--- config.mk ---
export PLATFORM = sky130hd
export DESIGN_NAME = cssel_top
export DESIGN_NICKNAME = d
export VERILOG_FILES = /design/src/unused_placeholder_none.sv /design/src/cssel_pkg.sv /design/src/cssel_top.sv
export SDC_FILE = /design/constraint.sdc
export NUM_CORES = 1
export LEC_CHECK = 0
export ABC_AREA = 1
export BUFFER_PORTS_ARGS = -buffer_cell sky130_fd_sc_hd__buf_2
export CAP_MARGIN = 20
export CORE_UTILIZATION = 35
export CTS_BUF_LIST = sky130_fd_sc_hd__clkbuf_8
export CTS_CLUSTER_DIAMETER = 30
export CTS_CLUSTER_SIZE = 20
export DETAILED_ROUTE_END_ITERATION = 8
export GPL_TIMING_DRIVEN = 1
export PLACE_DENSITY = 0.76
export SYNTH_ARGS = -nofsm -noshare
export SYNTH_HDL_FRONTEND = slang
export SYNTH_SLANG_ARGS = --single-unit
export TNS_END_PERCENT = 5
--- constraint.sdc ---
create_clock -name clk -period 1.5 [get_ports clk]
set_input_delay 0.075 -clock clk [delete_from_list [all_inputs] [get_ports clk]]
set_output_delay 0.075 -clock clk [all_outputs]
set_load 0.05 [all_outputs]
--- src/unused_placeholder_none.sv ---
`timescale 1ns/1ps
`default_nettype none
`default_nettype wire

--- src/cssel_pkg.sv ---
package cssel_pkg;
  localparam logic [6:0] CSSEL_FN_SRC_SWITCH = 7'h43;
  localparam logic [6:0] CSSEL_FN_PID_DIR    = 7'h40;
  localparam logic [6:0] CSSEL_FN_PID_ICLR   = 7'h48;
  localparam int         CSSEL_NUM_TERMS     = 5;
  localparam logic [1:0] CSSEL_PWS_RUN_WRITE = 2'h2;
  localparam logic       CSSEL_OP_NET        = 1'h0;
  localparam logic       CSSEL_OP_EXT        = 1'h1;
  localparam logic [1:0] CSSEL_SPD_NET       = 2'h0;
  localparam logic [1:0] CSSEL_SPD_EXT1      = 2'h1;
  localparam logic [1:0] CSSEL_SPD_EXT2      = 2'h2;
  localparam logic       CSSEL_OP_RST        = 1'h0;
  localparam logic [1:0] CSSEL_SPD_RST       = 2'h0;
  localparam logic       CSSEL_SWITCH_RST    = 1'h1;
endpackage

--- src/cssel_top.sv ---
`timescale 1ns/1ps
`default_nettype none
// Operation
// switch input acts only in network mode
// function code 67 assigns switch terminal
// switch off means terminals only
// unassigned switch follows both source settings
// switch level change applied only at stop
// switch off blocks communication reset requests
// write select 2 defers source setting changes
// network-sourced takes communication, ignores terminal
// external takes terminal, ignores communication
// combined accepts terminal or communication
// pid direction follows speed source setting
// pid integral clear follows speed source setting
// start source gates start, speed gates frequency
// switch on follows settings as unassigned
module cssel_top
  import cssel_pkg::*;
(
  input  wire logic        clk,
  input  wire logic        rst,
  input  wire logic        net_mode,
  input  wire logic        running,
  input  wire logic        op_cmd_source_setting,
  input  wire logic [1:0]  speed_cmd_source_setting,
  input  wire logic [1:0]  param_write_select,
  input  wire logic [34:0] input_terminal_function_select,
  input  wire logic [4:0]  term_pins,
  input  wire logic        term_fwd,
  input  wire logic        term_rev,
  input  wire logic        term_freq_sel,
  input  wire logic        term_out_stop,
  input  wire logic        term_reset,
  input  wire logic        com_fwd,
  input  wire logic        com_rev,
  input  wire logic        com_freq_sel,
  input  wire logic        com_out_stop,
  input  wire logic        com_reset,
  input  wire logic        com_pid_dir,
  input  wire logic        com_pid_iclr,
  output logic             start_src_ext,
  output logic             speed_src_ext,
  output logic             fwd_cmd,
  output logic             rev_cmd,
  output logic             freq_sel_cmd,
  output logic             out_stop_cmd,
  output logic             reset_req,
  output logic             pid_direction_switch,
  output logic             pid_integral_clear
);

  // pins are asynchronous: two flops before any decode reads them
  logic [4:0] pin_s1_reg;
  logic [4:0] pin_s2_reg;

  // effective sources: what the command routing actually obeys
  logic       op_eff_reg;
  logic       op_eff_next;
  logic [1:0] spd_eff_reg;
  logic [1:0] spd_eff_next;
  logic       sw_eff_reg;
  logic       sw_eff_next;

  logic [6:0] code_t0;
  logic [6:0] code_t1;
  logic [6:0] code_t2;
  logic [6:0] code_t3;
  logic [6:0] code_t4;
  logic [4:0] sw_slot;
  logic [4:0] dir_slot;
  logic [4:0] icl_slot;

  logic       sw_assigned;
  logic       sw_level;
  logic       sw_now;
  logic       hold_cfg;
  logic       defer_cfg;
  logic       sw_active;
  logic       op_ext;
  logic       spd_ext;
  logic       start_ext;
  logic       speed_ext;
  logic       pid_term;
  logic       icl_term;
  logic       com_reset_ok;

  logic       fwd_next;
  logic       rev_next;
  logic       freq_sel_next;
  logic       out_stop_next;
  logic       reset_next;
  logic       pid_dir_next;
  logic       pid_iclr_next;

  // each terminal owns a 7-bit function code field
  function automatic logic [6:0] field_code(input logic [34:0] sel, input int idx);
    return sel[idx*7 +: 7];
  endfunction

  // any matched slot whose synchronised pin is high
  function automatic logic pin_hit(input logic [4:0] slot, input logic [4:0] pins);
    return |(slot & pins);
  endfunction

  // function code per terminal slot
  assign code_t0 = field_code(input_terminal_function_select, 0);
  assign code_t1 = field_code(input_terminal_function_select, 1);
  assign code_t2 = field_code(input_terminal_function_select, 2);
  assign code_t3 = field_code(input_terminal_function_select, 3);
  assign code_t4 = field_code(input_terminal_function_select, 4);

  // a slot matches by its code alone; the pin level is looked at later
  assign sw_slot[0] = (code_t0 == CSSEL_FN_SRC_SWITCH);
  assign sw_slot[1] = (code_t1 == CSSEL_FN_SRC_SWITCH);
  assign sw_slot[2] = (code_t2 == CSSEL_FN_SRC_SWITCH);
  assign sw_slot[3] = (code_t3 == CSSEL_FN_SRC_SWITCH);
  assign sw_slot[4] = (code_t4 == CSSEL_FN_SRC_SWITCH);

  assign dir_slot[0] = (code_t0 == CSSEL_FN_PID_DIR);
  assign dir_slot[1] = (code_t1 == CSSEL_FN_PID_DIR);
  assign dir_slot[2] = (code_t2 == CSSEL_FN_PID_DIR);
  assign dir_slot[3] = (code_t3 == CSSEL_FN_PID_DIR);
  assign dir_slot[4] = (code_t4 == CSSEL_FN_PID_DIR);

  assign icl_slot[0] = (code_t0 == CSSEL_FN_PID_ICLR);
  assign icl_slot[1] = (code_t1 == CSSEL_FN_PID_ICLR);
  assign icl_slot[2] = (code_t2 == CSSEL_FN_PID_ICLR);
  assign icl_slot[3] = (code_t3 == CSSEL_FN_PID_ICLR);
  assign icl_slot[4] = (code_t4 == CSSEL_FN_PID_ICLR);

  assign sw_assigned = |sw_slot;
  assign sw_level    = pin_hit(sw_slot, pin_s2_reg);
  // an unassigned switch acts as held on, so the settings rule alone
  assign sw_now      = sw_assigned ? sw_level : 1'h1;

  // settings and switch level reach the routing only while stopped
  assign hold_cfg     = running;
  // write select 2 accepts run-time writes, but they still wait for stop
  assign defer_cfg    = running && (param_write_select == CSSEL_PWS_RUN_WRITE);
  assign op_eff_next  = (hold_cfg || defer_cfg) ? op_eff_reg : op_cmd_source_setting;
  assign spd_eff_next = (hold_cfg || defer_cfg) ? spd_eff_reg : speed_cmd_source_setting;
  assign sw_eff_next  = hold_cfg ? sw_eff_reg : sw_now;

  // the switch has no say outside network operation
  assign sw_active    = net_mode && !sw_eff_reg;
  assign op_ext       = (op_eff_reg == CSSEL_OP_EXT);
  assign spd_ext      = (spd_eff_reg != CSSEL_SPD_NET);
  assign start_ext    = sw_active || op_ext;
  assign speed_ext    = sw_active || spd_ext;

  assign pid_term     = pin_hit(dir_slot, pin_s2_reg);
  assign icl_term     = pin_hit(icl_slot, pin_s2_reg);
  assign com_reset_ok = com_reset && !sw_active;

  assign fwd_next      = start_ext ? term_fwd : com_fwd;
  assign rev_next      = start_ext ? term_rev : com_rev;
  assign freq_sel_next = speed_ext ? term_freq_sel : com_freq_sel;
  assign out_stop_next = term_out_stop || com_out_stop;
  assign reset_next    = term_reset || com_reset_ok;
  assign pid_dir_next  = speed_ext ? pid_term : com_pid_dir;
  assign pid_iclr_next = speed_ext ? icl_term : com_pid_iclr;

  // first stage is read only by the second: no decode sees a metastable flop
  always_ff @(posedge clk) begin
    pin_s1_reg <= term_pins;
  end

  always_ff @(posedge clk) begin
    pin_s2_reg <= pin_s1_reg;
  end

  // start source setting, frozen while running
  always_ff @(posedge clk) begin
    if (rst) begin
      op_eff_reg <= CSSEL_OP_RST;
    end
    else begin
      op_eff_reg <= op_eff_next;
    end
  end

  // speed source setting, frozen while running
  always_ff @(posedge clk) begin
    if (rst) begin
      spd_eff_reg <= CSSEL_SPD_RST;
    end
    else begin
      spd_eff_reg <= spd_eff_next;
    end
  end

  // switch level, applied only at stop; reset leaves it on
  always_ff @(posedge clk) begin
    if (rst) begin
      sw_eff_reg <= CSSEL_SWITCH_RST;
    end
    else begin
      sw_eff_reg <= sw_eff_next;
    end
  end

  // 1: start commands come from the terminals
  always_ff @(posedge clk) begin
    if (rst) begin
      start_src_ext <= 1'h0;
    end
    else begin
      start_src_ext <= start_ext;
    end
  end

  // 1: speed commands come from the terminals
  always_ff @(posedge clk) begin
    if (rst) begin
      speed_src_ext <= 1'h0;
    end
    else begin
      speed_src_ext <= speed_ext;
    end
  end

  // forward run follows the start source
  always_ff @(posedge clk) begin
    if (rst) begin
      fwd_cmd <= 1'h0;
    end
    else begin
      fwd_cmd <= fwd_next;
    end
  end

  // reverse run follows the start source
  always_ff @(posedge clk) begin
    if (rst) begin
      rev_cmd <= 1'h0;
    end
    else begin
      rev_cmd <= rev_next;
    end
  end

  // frequency selection follows the speed source
  always_ff @(posedge clk) begin
    if (rst) begin
      freq_sel_cmd <= 1'h0;
    end
    else begin
      freq_sel_cmd <= freq_sel_next;
    end
  end

  // combined: neither side can mask the other's stop
  always_ff @(posedge clk) begin
    if (rst) begin
      out_stop_cmd <= 1'h0;
    end
    else begin
      out_stop_cmd <= out_stop_next;
    end
  end

  // a terminal reset is always honoured
  always_ff @(posedge clk) begin
    if (rst) begin
      reset_req <= 1'h0;
    end
    else begin
      reset_req <= reset_next;
    end
  end

  // loop direction follows the speed source
  always_ff @(posedge clk) begin
    if (rst) begin
      pid_direction_switch <= 1'h0;
    end
    else begin
      pid_direction_switch <= pid_dir_next;
    end
  end

  // integral clear follows the speed source
  always_ff @(posedge clk) begin
    if (rst) begin
      pid_integral_clear <= 1'h0;
    end
    else begin
      pid_integral_clear <= pid_iclr_next;
    end
  end
endmodule
`default_nettype wire

==> out/metrics.cfg, run 1 <==
[synthesis]
yosysWarnings=0
synthCells=147
ys_top_cells_by_area=dfxtp_1 (45%), nor2_1 (13%), nand2_1 (11%)
synth_flop_cell=dfxtp_1
ys_ff_latch=23
synth_area_sq_um=1020
yosysTopAreaCellShare_pct=45.3
synth_top_cell_by_area=dfxtp_1
synth.most_common_cell=nor2_1
synth.yosys.seq_area_share_pct=45.3
synthTopCellsByCount=nor2_1 (36), nand2_1 (30), dfxtp_1 (23)
synth.distinct_cells=18
syn_nets=208
synth_edf_count=0
avgSynthCellArea_sq_um=6.91
synthArstFlopShare_pct=0

[final_layout]
antenna_cells=0
final.fill_count=280
design_area_sq_um=1490
nets=285
post-route-util_pct=53.9
instances_no_fill=254
drive_above_1_share_pct=33.6
syn_to_final_growth_pct=46.2

[floorplan]
core_sq_um=2760
die_area_sq_um=3120
start_util_pct=36.8
die_h_microns=55.9
rows=19
die_w_microns=55.9
ios=70

[route]
dr_total_vias=1112
post_drt_wl_per_cell_microns=8.61
detail-route-antenna-nets=0
drt_pre_antenna_iters=4
drtIter0Drc=43
drt_wl_total_microns=2190
viasPerCell=4.38
drc=0

[clock_network]
root_buffer=clkbuf_8
cts_tree=yes
cts_setup_buffers=0
cts_max_level=1
cts.sinks=23
cts_buffers=3
clockBufferDepth=2
clk_latency_ns=0.26
clk_pin_slew_worst_paths_ns=0.07

[placed_design]
place_ws_ns=0.483
portBuffers=67
place_congestion=0.748
place_hpwl_microns=1840
post-place-cells=245
place_area_sq_um=1390

[grt]
gr-total-overflow=0
antenna_found_initial=0
grt_pass1_wl_microns=3760
grt_start_max_net_pins=13
grtUsageTotal_pct=15.3
grt_pass1_vias=931

[sta]
setup_ws_ns=0.473
max_slew_margin_pct=81.9
fin_crit_ns=1.03
drv_slew=0
fmax_mhz=973
rsz0062_at_grt=no
fin_crit_sh_pct=68.5
setup_viol=0
final-hold-violation-count=0
worst_pin_slew_ns=0.270
fin_worst_skew_ns=0.00217
tns_ns=0

[critical_path]
startpoint_type=flop
r2r_end=pid_direction_switch
worstSetupPathType=flop to flop
r2r_slack_ns=0.47
worstReg2RegStart=sw_eff_reg
cp_max_fo=4
worstSetupStartpoint=sw_eff_reg
worstPathArrival_ns=1.18
cp-end-kind=flop
endpoint=pid_direction_switch
critPathRequiredTime_ns=1.65
r2r_cells=6

[power_and_ir_drop]
leakage_nw=0.797
vdd_drop_max_mv=0.627
power_density_nw_per_um2=875

[status]
outcome=completed

[flow_run]
max-cap-violations=0

[hold_path]
min_from=term_out_stop
min_path_type=primary input to flop

[cell type report]
type                            instances  area (sq um)  area share (%)
Clock buffer                            3          41.3            2.78
Inverter                               19          71.3            4.80
Multi-Input combinational cell        105           484            32.6
Tap cell                               31          38.8            2.61
Sequential cell                        23           460            31.0
Timing Repair Buffer                   72           385            25.9
Clock inverter                          1          3.75           0.253
[per-stage QoR]
stage / power (mW) / hold WS [ns]
after floorplan: 0.825 / 0.103
after global placement: 0.937 / 0.178
after detailed placement: 0.942 / 0.179
after CTS: 1.31 / 0.0160
after global routing: 1.38 / 0.0357
final: 1.30 / 0.0194
[kinds of logic after synthesis]
family	synth area share, %
and+or+nand+nor	40.3
AOI/OAI and AO/OA	7.39
buffers and inverters	7.02
DFF	45.3
[worst max-delay path: stages (launching register included)]
cell and delay, ns:
dfxtp_1 0.32, nor2_1 0.13, inv_1 0.07, nand3_1 0.12, inv_1 0.10, nor2_1 0.10, a21oi_1 0.07
[report_power, final]
group          internal, mW  leakage, nW  switching, mW
sequential            0.651        0.193         0.0125
combinational         0.111        0.578          0.162
clock                 0.182       0.0269          0.180
[worst min-delay path by stage]
| stage | slack [ns] | end | cells after the start |
|---|---|---|---|
| finish | 0.02 | out_stop_cmd | 3 |
| detailed placement | 0.18 | pin_s1_reg[0] | 1 |
| global placement | 0.18 | pin_s1_reg[0] | 1 |
| floorplan | 0.10 | pin_s1_reg[0] | 0 |
| global route | 0.04 | out_stop_cmd | 3 |
| CTS | 0.02 | reset_req | 3 |
[cell usage in the layout, fill, tap and decap left out]
| cell type | synthesis | routed |
|---|---|---|
| buf_2 | 0 | 67 |
| nor2_1 | 36 | 36 |
| nand2_1 | 30 | 30 |
| dfxtp_1 | 23 | 23 |
| inv_1 | 16 | 17 |
| o21ai_0 | 8 | 8 |
| nand3_1 | 8 | 8 |
| a21oi_1 | 6 | 6 |
| nor3_1 | 5 | 5 |
| dlygate4sd3_1 | 0 | 5 |
| nand4_1 | 4 | 4 |
| clkbuf_8 | 0 | 3 |
| nor3b_2 | 2 | 2 |
| inv_2 | 2 | 2 |
| nor3b_4 | 1 | 1 |
| clkinv_1 | 1 | 1 |
| and2_1 | 1 | 1 |
| nor3b_1 | 1 | 1 |
| nand3b_1 | 1 | 1 |
| or2_1 | 1 | 1 |
| o21ai_1 | 1 | 1 |
[timing repair]
action,CTS,global route
resized for setup,0,0
endpoints found under the hold margin,5,0
hold buffers,5,0
[routing by layer]
metal	global-route usage [%]	share of wire (%)	vias up
li1	-	-	618
met1	19.9	46	453
met2	24.4	46	36
met3	2.79	6.3	5
met4	7.32	1.9	0
met5	0	0	-
Power figures use the tool's default switching activity.
==> inputs of run 2 (changes only) <==
--- a/config.mk
+++ b/config.mk
@@ -5,7 +5,7 @@
 export SDC_FILE = /design/constraint.sdc
 export NUM_CORES = 1
 export LEC_CHECK = 0
-export ABC_AREA = 1
+export ABC_AREA = 0
 export BUFFER_PORTS_ARGS = -buffer_cell sky130_fd_sc_hd__buf_2
 export CAP_MARGIN = 20
 export CORE_UTILIZATION = 35
@@ -14,7 +14,7 @@
 export CTS_CLUSTER_SIZE = 20
 export DETAILED_ROUTE_END_ITERATION = 8
 export GPL_TIMING_DRIVEN = 1
-export PLACE_DENSITY = 0.76
+export PLACE_DENSITY = 0.78
 export SYNTH_ARGS = -nofsm -noshare
 export SYNTH_HDL_FRONTEND = slang
 export SYNTH_SLANG_ARGS = --single-unit
==> constraint.sdc (replaced) <==
create_clock -name clk -period 1.06 [get_ports clk]
set_input_delay 0.053 -clock clk [delete_from_list [all_inputs] [get_ports clk]]
set_output_delay 0.053 -clock clk [all_outputs]
set_load 0.05 [all_outputs]
==> out/metrics.cfg, run 2 <==
[synthesis]
syn_nets=157
synthArstFlopShare_pct=0
yosysWarnings=0
ys_top_cells_by_area=dfxtp_1 (51%), nor2_1 (5.4%), nand4_1 (4.1%)
ys_ff_latch=23
synth_edf_count=0
synth.distinct_cells=28
synthTopCellsByCount=dfxtp_1 (23), nor2_1 (13), nand4_1 (6)
synth_flop_cell=dfxtp_1
synth_area_sq_um=911
avgSynthCellArea_sq_um=9.49
synth_top_cell_by_area=dfxtp_1
synthCells=96
synth.yosys.seq_area_share_pct=50.5
yosysTopAreaCellShare_pct=50.5
synth.most_common_cell=dfxtp_1

[route]
drtIter0Drc=18
drc=0
detail-route-antenna-nets=0
wl_met2_microns=1510
drt_wl_total_microns=2670
viasPerCell=5.13
route.top_layer_used=met4
post_drt_wl_per_cell_microns=12.5
drt_pre_antenna_iters=4
dr_total_vias=1097
wl_met3_microns=150
met1_length_microns=946

[final_layout]
final_cell_mix=buf_2 (66), dfxtp_1 (23), nor2_1 (13)
drive_above_1_share_pct=48.4
nets=246
antenna_cells=0
syn_to_final_growth_pct=66.1
layout_commonest_cell=buf_2
final.fill_count=219

[critical_path]
startpoint_type=primary input
cp_max_fo=2
slowest_delay_ns=0.53
cp-end-kind=flop
r2r_slack_ns=-0.19
worstReg2RegStart=pin_s2_reg[1]
cpMaxStageDelayCell=or4b_4
endpoint=pid_direction_switch
worstSetupPathType=primary input to flop
r2r_end=pid_direction_switch
r2r_cells=3
worstSetupStartpoint=input_terminal_function_select[9]
worstPathArrival_ns=1.55
path_common_cell=or4b_4
worstPathCellList=buf_6 > or4b_4 > or4b_4 > o221a_1 > a31oi_1
critPathRequiredTime_ns=1.26

[sta]
drv_slew=0
fin_crit_sh_pct=127
setup_ws_ns=-0.283
fmax_mhz=744
worst_pin_slew_ns=0.434
tns_ns=-0.548
max_slew_margin_pct=70.7
fin_worst_skew_ns=0.00230
setup_viol=3
fin_crit_ns=1.34
final-hold-violation-count=0
rsz0062_at_grt=yes

[clock_network]
cts_max_level=1
cts_tree=yes
cts_buffers=3
root_buffer=clkbuf_8
clockBufferDepth=2
clk_pin_slew_worst_paths_ns=0.08
clk_latency_ns=0.27
cts.sinks=23

[floorplan]
core_sq_um=2480
die_h_microns=53.0
ios=70
die_area_sq_um=2810
start_util_pct=36.8
rows=18
die_w_microns=53.0

[grt]
grt_start_max_net_pins=15
antenna_found_initial=0
grt_pass1_vias=1038
grtUsageTotal_pct=21.4
gr-total-overflow=0
grt_pass1_wl_microns=4180

[placed_design]
place_hpwl_microns=2030
portBuffers=67
place_congestion=0.857
place_ws_ns=-0.602

[power_and_ir_drop]
vdd_drop_max_mv=1.09
leakage_nw=0.745
power_density_nw_per_um2=1240

[hold_path]
min_path_type=primary input to flop

[flow_run]
max-cap-violations=0

[status]
outcome=finished, violations left
violations=negative setup slack

[run 2: worst min-delay path by stage]
stage / from / to / slack, ns / cells after the start
finish: com_rev / rev_cmd / 0.02 / 3
global placement: term_pins[2] / pin_s1_reg[2] / 0.16 / 1
global route: com_rev / rev_cmd / 0.03 / 3
floorplan: term_pins[0] / pin_s1_reg[0] / 0.08 / 0
CTS: com_rev / rev_cmd / 0.01 / 3
detailed placement: term_pins[2] / pin_s1_reg[2] / 0.16 / 1
[run 2: worst max-delay path, delay by kind of cell]
kind	cells	cell delay, ns
AO/OA/AOI/OAI	2	0.38
buffers and inverters	1	0.09
AND/OR/NAND/NOR	2	1.02
[run 2: logic make-up after synthesis]
family / Yosys count / synth area share [%]
buffers and inverters: 7 / 2.89
multiplexers: 3 / 3.30
AND/OR/NAND/NOR: 46 / 29.9
flip-flops: 23 / 50.5
AO/OA/AOI/OAI: 17 / 13.3
[run 2: cell type report]
cell class	instances	area, sq um	area share (%)
Clock buffer	3	41.3	2.73
Clock inverter	1	5.00	0.331
Inverter	5	18.8	1.24
Multi-Input combinational cell	66	445	29.4
Sequential cell	23	460	30.4
Tap cell	30	37.5	2.48
Timing Repair Buffer	86	504	33.3
[run 2: per-layer routing]
| layer | vias to the layer above | track usage [%] |
|---|---|---|
| met2 | 44 | 41.1 |
| met3 | 7 | 4.31 |
| met5 | - | 0 |
| li1 | 532 | - |
| met1 | 514 | 20.6 |
| met4 | 0 | 12.3 |
[run 2: timing repair]
| item | in CTS | in global routing |
|---|---|---|
| resized for setup | 4 | 2 |
| hold endpoints to repair | 7 | 0 |
| endpoints found under the setup margin | 4 | 5 |
| hold buffers | 8 | 0 |
| pin swaps | 2 | 1 |
| buffers inserted | 0 | 0 |
[run 2: where the power goes]
group	switching [mW]	leakage (nW)	total, mW	internal (mW)
registers	0.0189	0.192	0.935	0.916
clock network	0.285	0.0255	0.548	0.263
logic	0.204	0.527	0.392	0.187
total	0.508	0.745	1.87	1.37
[run 2: metrics by stage]
step / power (mW) / instances / hold slack (ns) / instance area (sq um) / utilization (%)
final: 1.87 / 214 / 0.0198 / 1510 / 61.1
after global routing: 1.96 / 214 / 0.0251 / 1510 / 61.1
after CTS: 1.88 / 214 / 0.0133 / 1500 / 60.7
after detailed placement: 1.31 / 202 / 0.157 / 1360 / 54.8
after global placement: 1.29 / 202 / 0.155 / 1360 / 54.8
after floorplan: 1.12 / 96 / 0.0807 / 911 / -
==> inputs of run 3 (changes only) <==
--- a/config.mk
+++ b/config.mk
@@ -8,13 +8,14 @@
 export ABC_AREA = 0
 export BUFFER_PORTS_ARGS = -buffer_cell sky130_fd_sc_hd__buf_2
 export CAP_MARGIN = 20
-export CORE_UTILIZATION = 35
+export CORE_UTILIZATION = 40
 export CTS_BUF_LIST = sky130_fd_sc_hd__clkbuf_8
 export CTS_CLUSTER_DIAMETER = 30
 export CTS_CLUSTER_SIZE = 20
 export DETAILED_ROUTE_END_ITERATION = 8
 export GPL_TIMING_DRIVEN = 1
-export PLACE_DENSITY = 0.78
+export PLACE_DENSITY = 0.87
+export SLEW_MARGIN = 20
 export SYNTH_ARGS = -nofsm -noshare
 export SYNTH_HDL_FRONTEND = slang
 export SYNTH_SLANG_ARGS = --single-unit
==> constraint.sdc (replaced) <==
create_clock -name clk -period 1.36 [get_ports clk]
set_input_delay 0.068 -clock clk [delete_from_list [all_inputs] [get_ports clk]]
set_output_delay 0.068 -clock clk [all_outputs]
set_load 0.05 [all_outputs]
==> out/metrics.cfg, run 3 (synthesis gave the netlist of run 2 again) <==
[status]
outcome=finished, violations left
violations=negative setup slack

[power_and_ir_drop]
vdd_drop_max_mv=0.942
total_power_mw=1.42
power_density_nw_per_um2=1020
leakage_nw=0.684

[route]
drtIter0Drc=19
drt_wl_total_microns=2460
viasPerCell=5.15
dr_total_vias=1024
drc=0
detail-route-antenna-nets=0
drt_pre_antenna_iters=4
post_drt_wl_per_cell_microns=12.4

[sta]
fmax_mhz=712
fin_worst_skew_ns=0.00451
fin_crit_sh_pct=103
setup_viol=2
max_slew_margin_pct=65.4
final-hold-violation-count=0
worst_pin_slew_ns=0.512
fin_crit_ns=1.40
hold-worst-slack_ns=0.000857
drv_slew=0
tns_ns=-0.0501
rsz0062_at_grt=yes
setup_ws_ns=-0.0435

[critical_path]
worstSetupPathType=primary input to flop
r2r_cells=3
startpoint_type=primary input
endpoint=pid_direction_switch
cp_max_fo=2
r2r_slack_ns=0.08
r2r_end=pid_direction_switch
critPathRequiredTime_ns=1.55
cp-end-kind=flop
worstSetupStartpoint=input_terminal_function_select[9]
worstReg2RegStart=pin_s2_reg[1]
worstPathArrival_ns=1.59

[placed_design]
post-place-cells=190
portBuffers=67
place_congestion=0.749
place_hpwl_microns=1920
place_ws_ns=-0.332

[final_layout]
syn_to_final_growth_pct=52.6
final_cell_mix=buf_2 (66), dfxtp_1 (23), nor2_1 (13)
drive_above_1_share_pct=43.6
layout_commonest_cell=buf_2
instances_no_fill=199
nets=234
antenna_cells=0

[grt]
grt_pass1_wl_microns=4060
antenna_found_initial=0
grt_pass1_vias=1006
grtUsageTotal_pct=21.4
grt_start_max_net_pins=15
gr-total-overflow=0

[hold_path]
min_path_type=primary input to flop
holdPathStages=3

[clock_network]
clk_latency_ns=0.27
cts_max_level=1
cts_setup_buffers=0
root_buffer=clkbuf_8
clk_pin_slew_worst_paths_ns=0.08
cts_tree=yes
clockBufferDepth=2
cts_buffers=3
cts.sinks=23

[floorplan]
start_util_pct=44.6
rows=16
core_sq_um=2040
die_h_microns=49.7
die_area_sq_um=2470
die_w_microns=49.7
ios=70

[flow_run]
max-cap-violations=0

run 3: stage by stage:
stage | util [%] | area (sq um)
floorplan | - | 911
global placement | 63.1 | 1290
detailed placement | 63.1 | 1290
CTS | 68.1 | 1390
global route | 68.1 | 1390
finish | 68.1 | 1390
run 3: how the worst min path moves through the flow:
stage	start	to	slack, ns
floorplan	term_pins[0]	pin_s1_reg[0]	0.1
global placement	term_pins[1]	pin_s1_reg[1]	0.17
detailed placement	term_pins[1]	pin_s1_reg[1]	0.17
CTS	term_out_stop	out_stop_cmd	0.004
global route	term_out_stop	out_stop_cmd	0.03
finish	term_out_stop	out_stop_cmd	0.0009
run 3: power by group:
part / leakage (nW) / switching (mW) / total [mW] / internal (mW)
combinational: 0.467 / 0.152 / 0.271 / 0.119
sequential: 0.192 / 0.0135 / 0.727 / 0.714
clock: 0.0255 / 0.220 / 0.425 / 0.205
total: 0.684 / 0.385 / 1.42 / 1.04
run 3: area by class of cell:
type                            count  area [sq um]
Tap cell                           27          33.8
Clock buffer                        3          41.3
Inverter                            5          18.8
Clock inverter                      1          5.00
Sequential cell                    23           460
Fill cell                         173           652
Timing Repair Buffer               74           407
Multi-Input combinational cell     66           424
run 3: critical path, cell delays in order:
cell and delay (ns):
buf_6 0.09, or4b_4 0.53, or4b_4 0.50, o221a_1 0.27, a31oi_1 0.14
run 3: layer usage:
metal  vias up  share of wire, %  GRT usage, %
li1        507                 -             -
met1       474                36          21.1
met2        37                56          42.6
met3         6               5.2          3.40
met4         0               2.2          9.52
met5         -                 0             0
run 3: repair_timing:
action,in CTS,in global routing
resized for setup,1,0
setup endpoints to repair,2,2
hold endpoints to repair,5,0
pin swaps,1,2
hold buffers,5,0
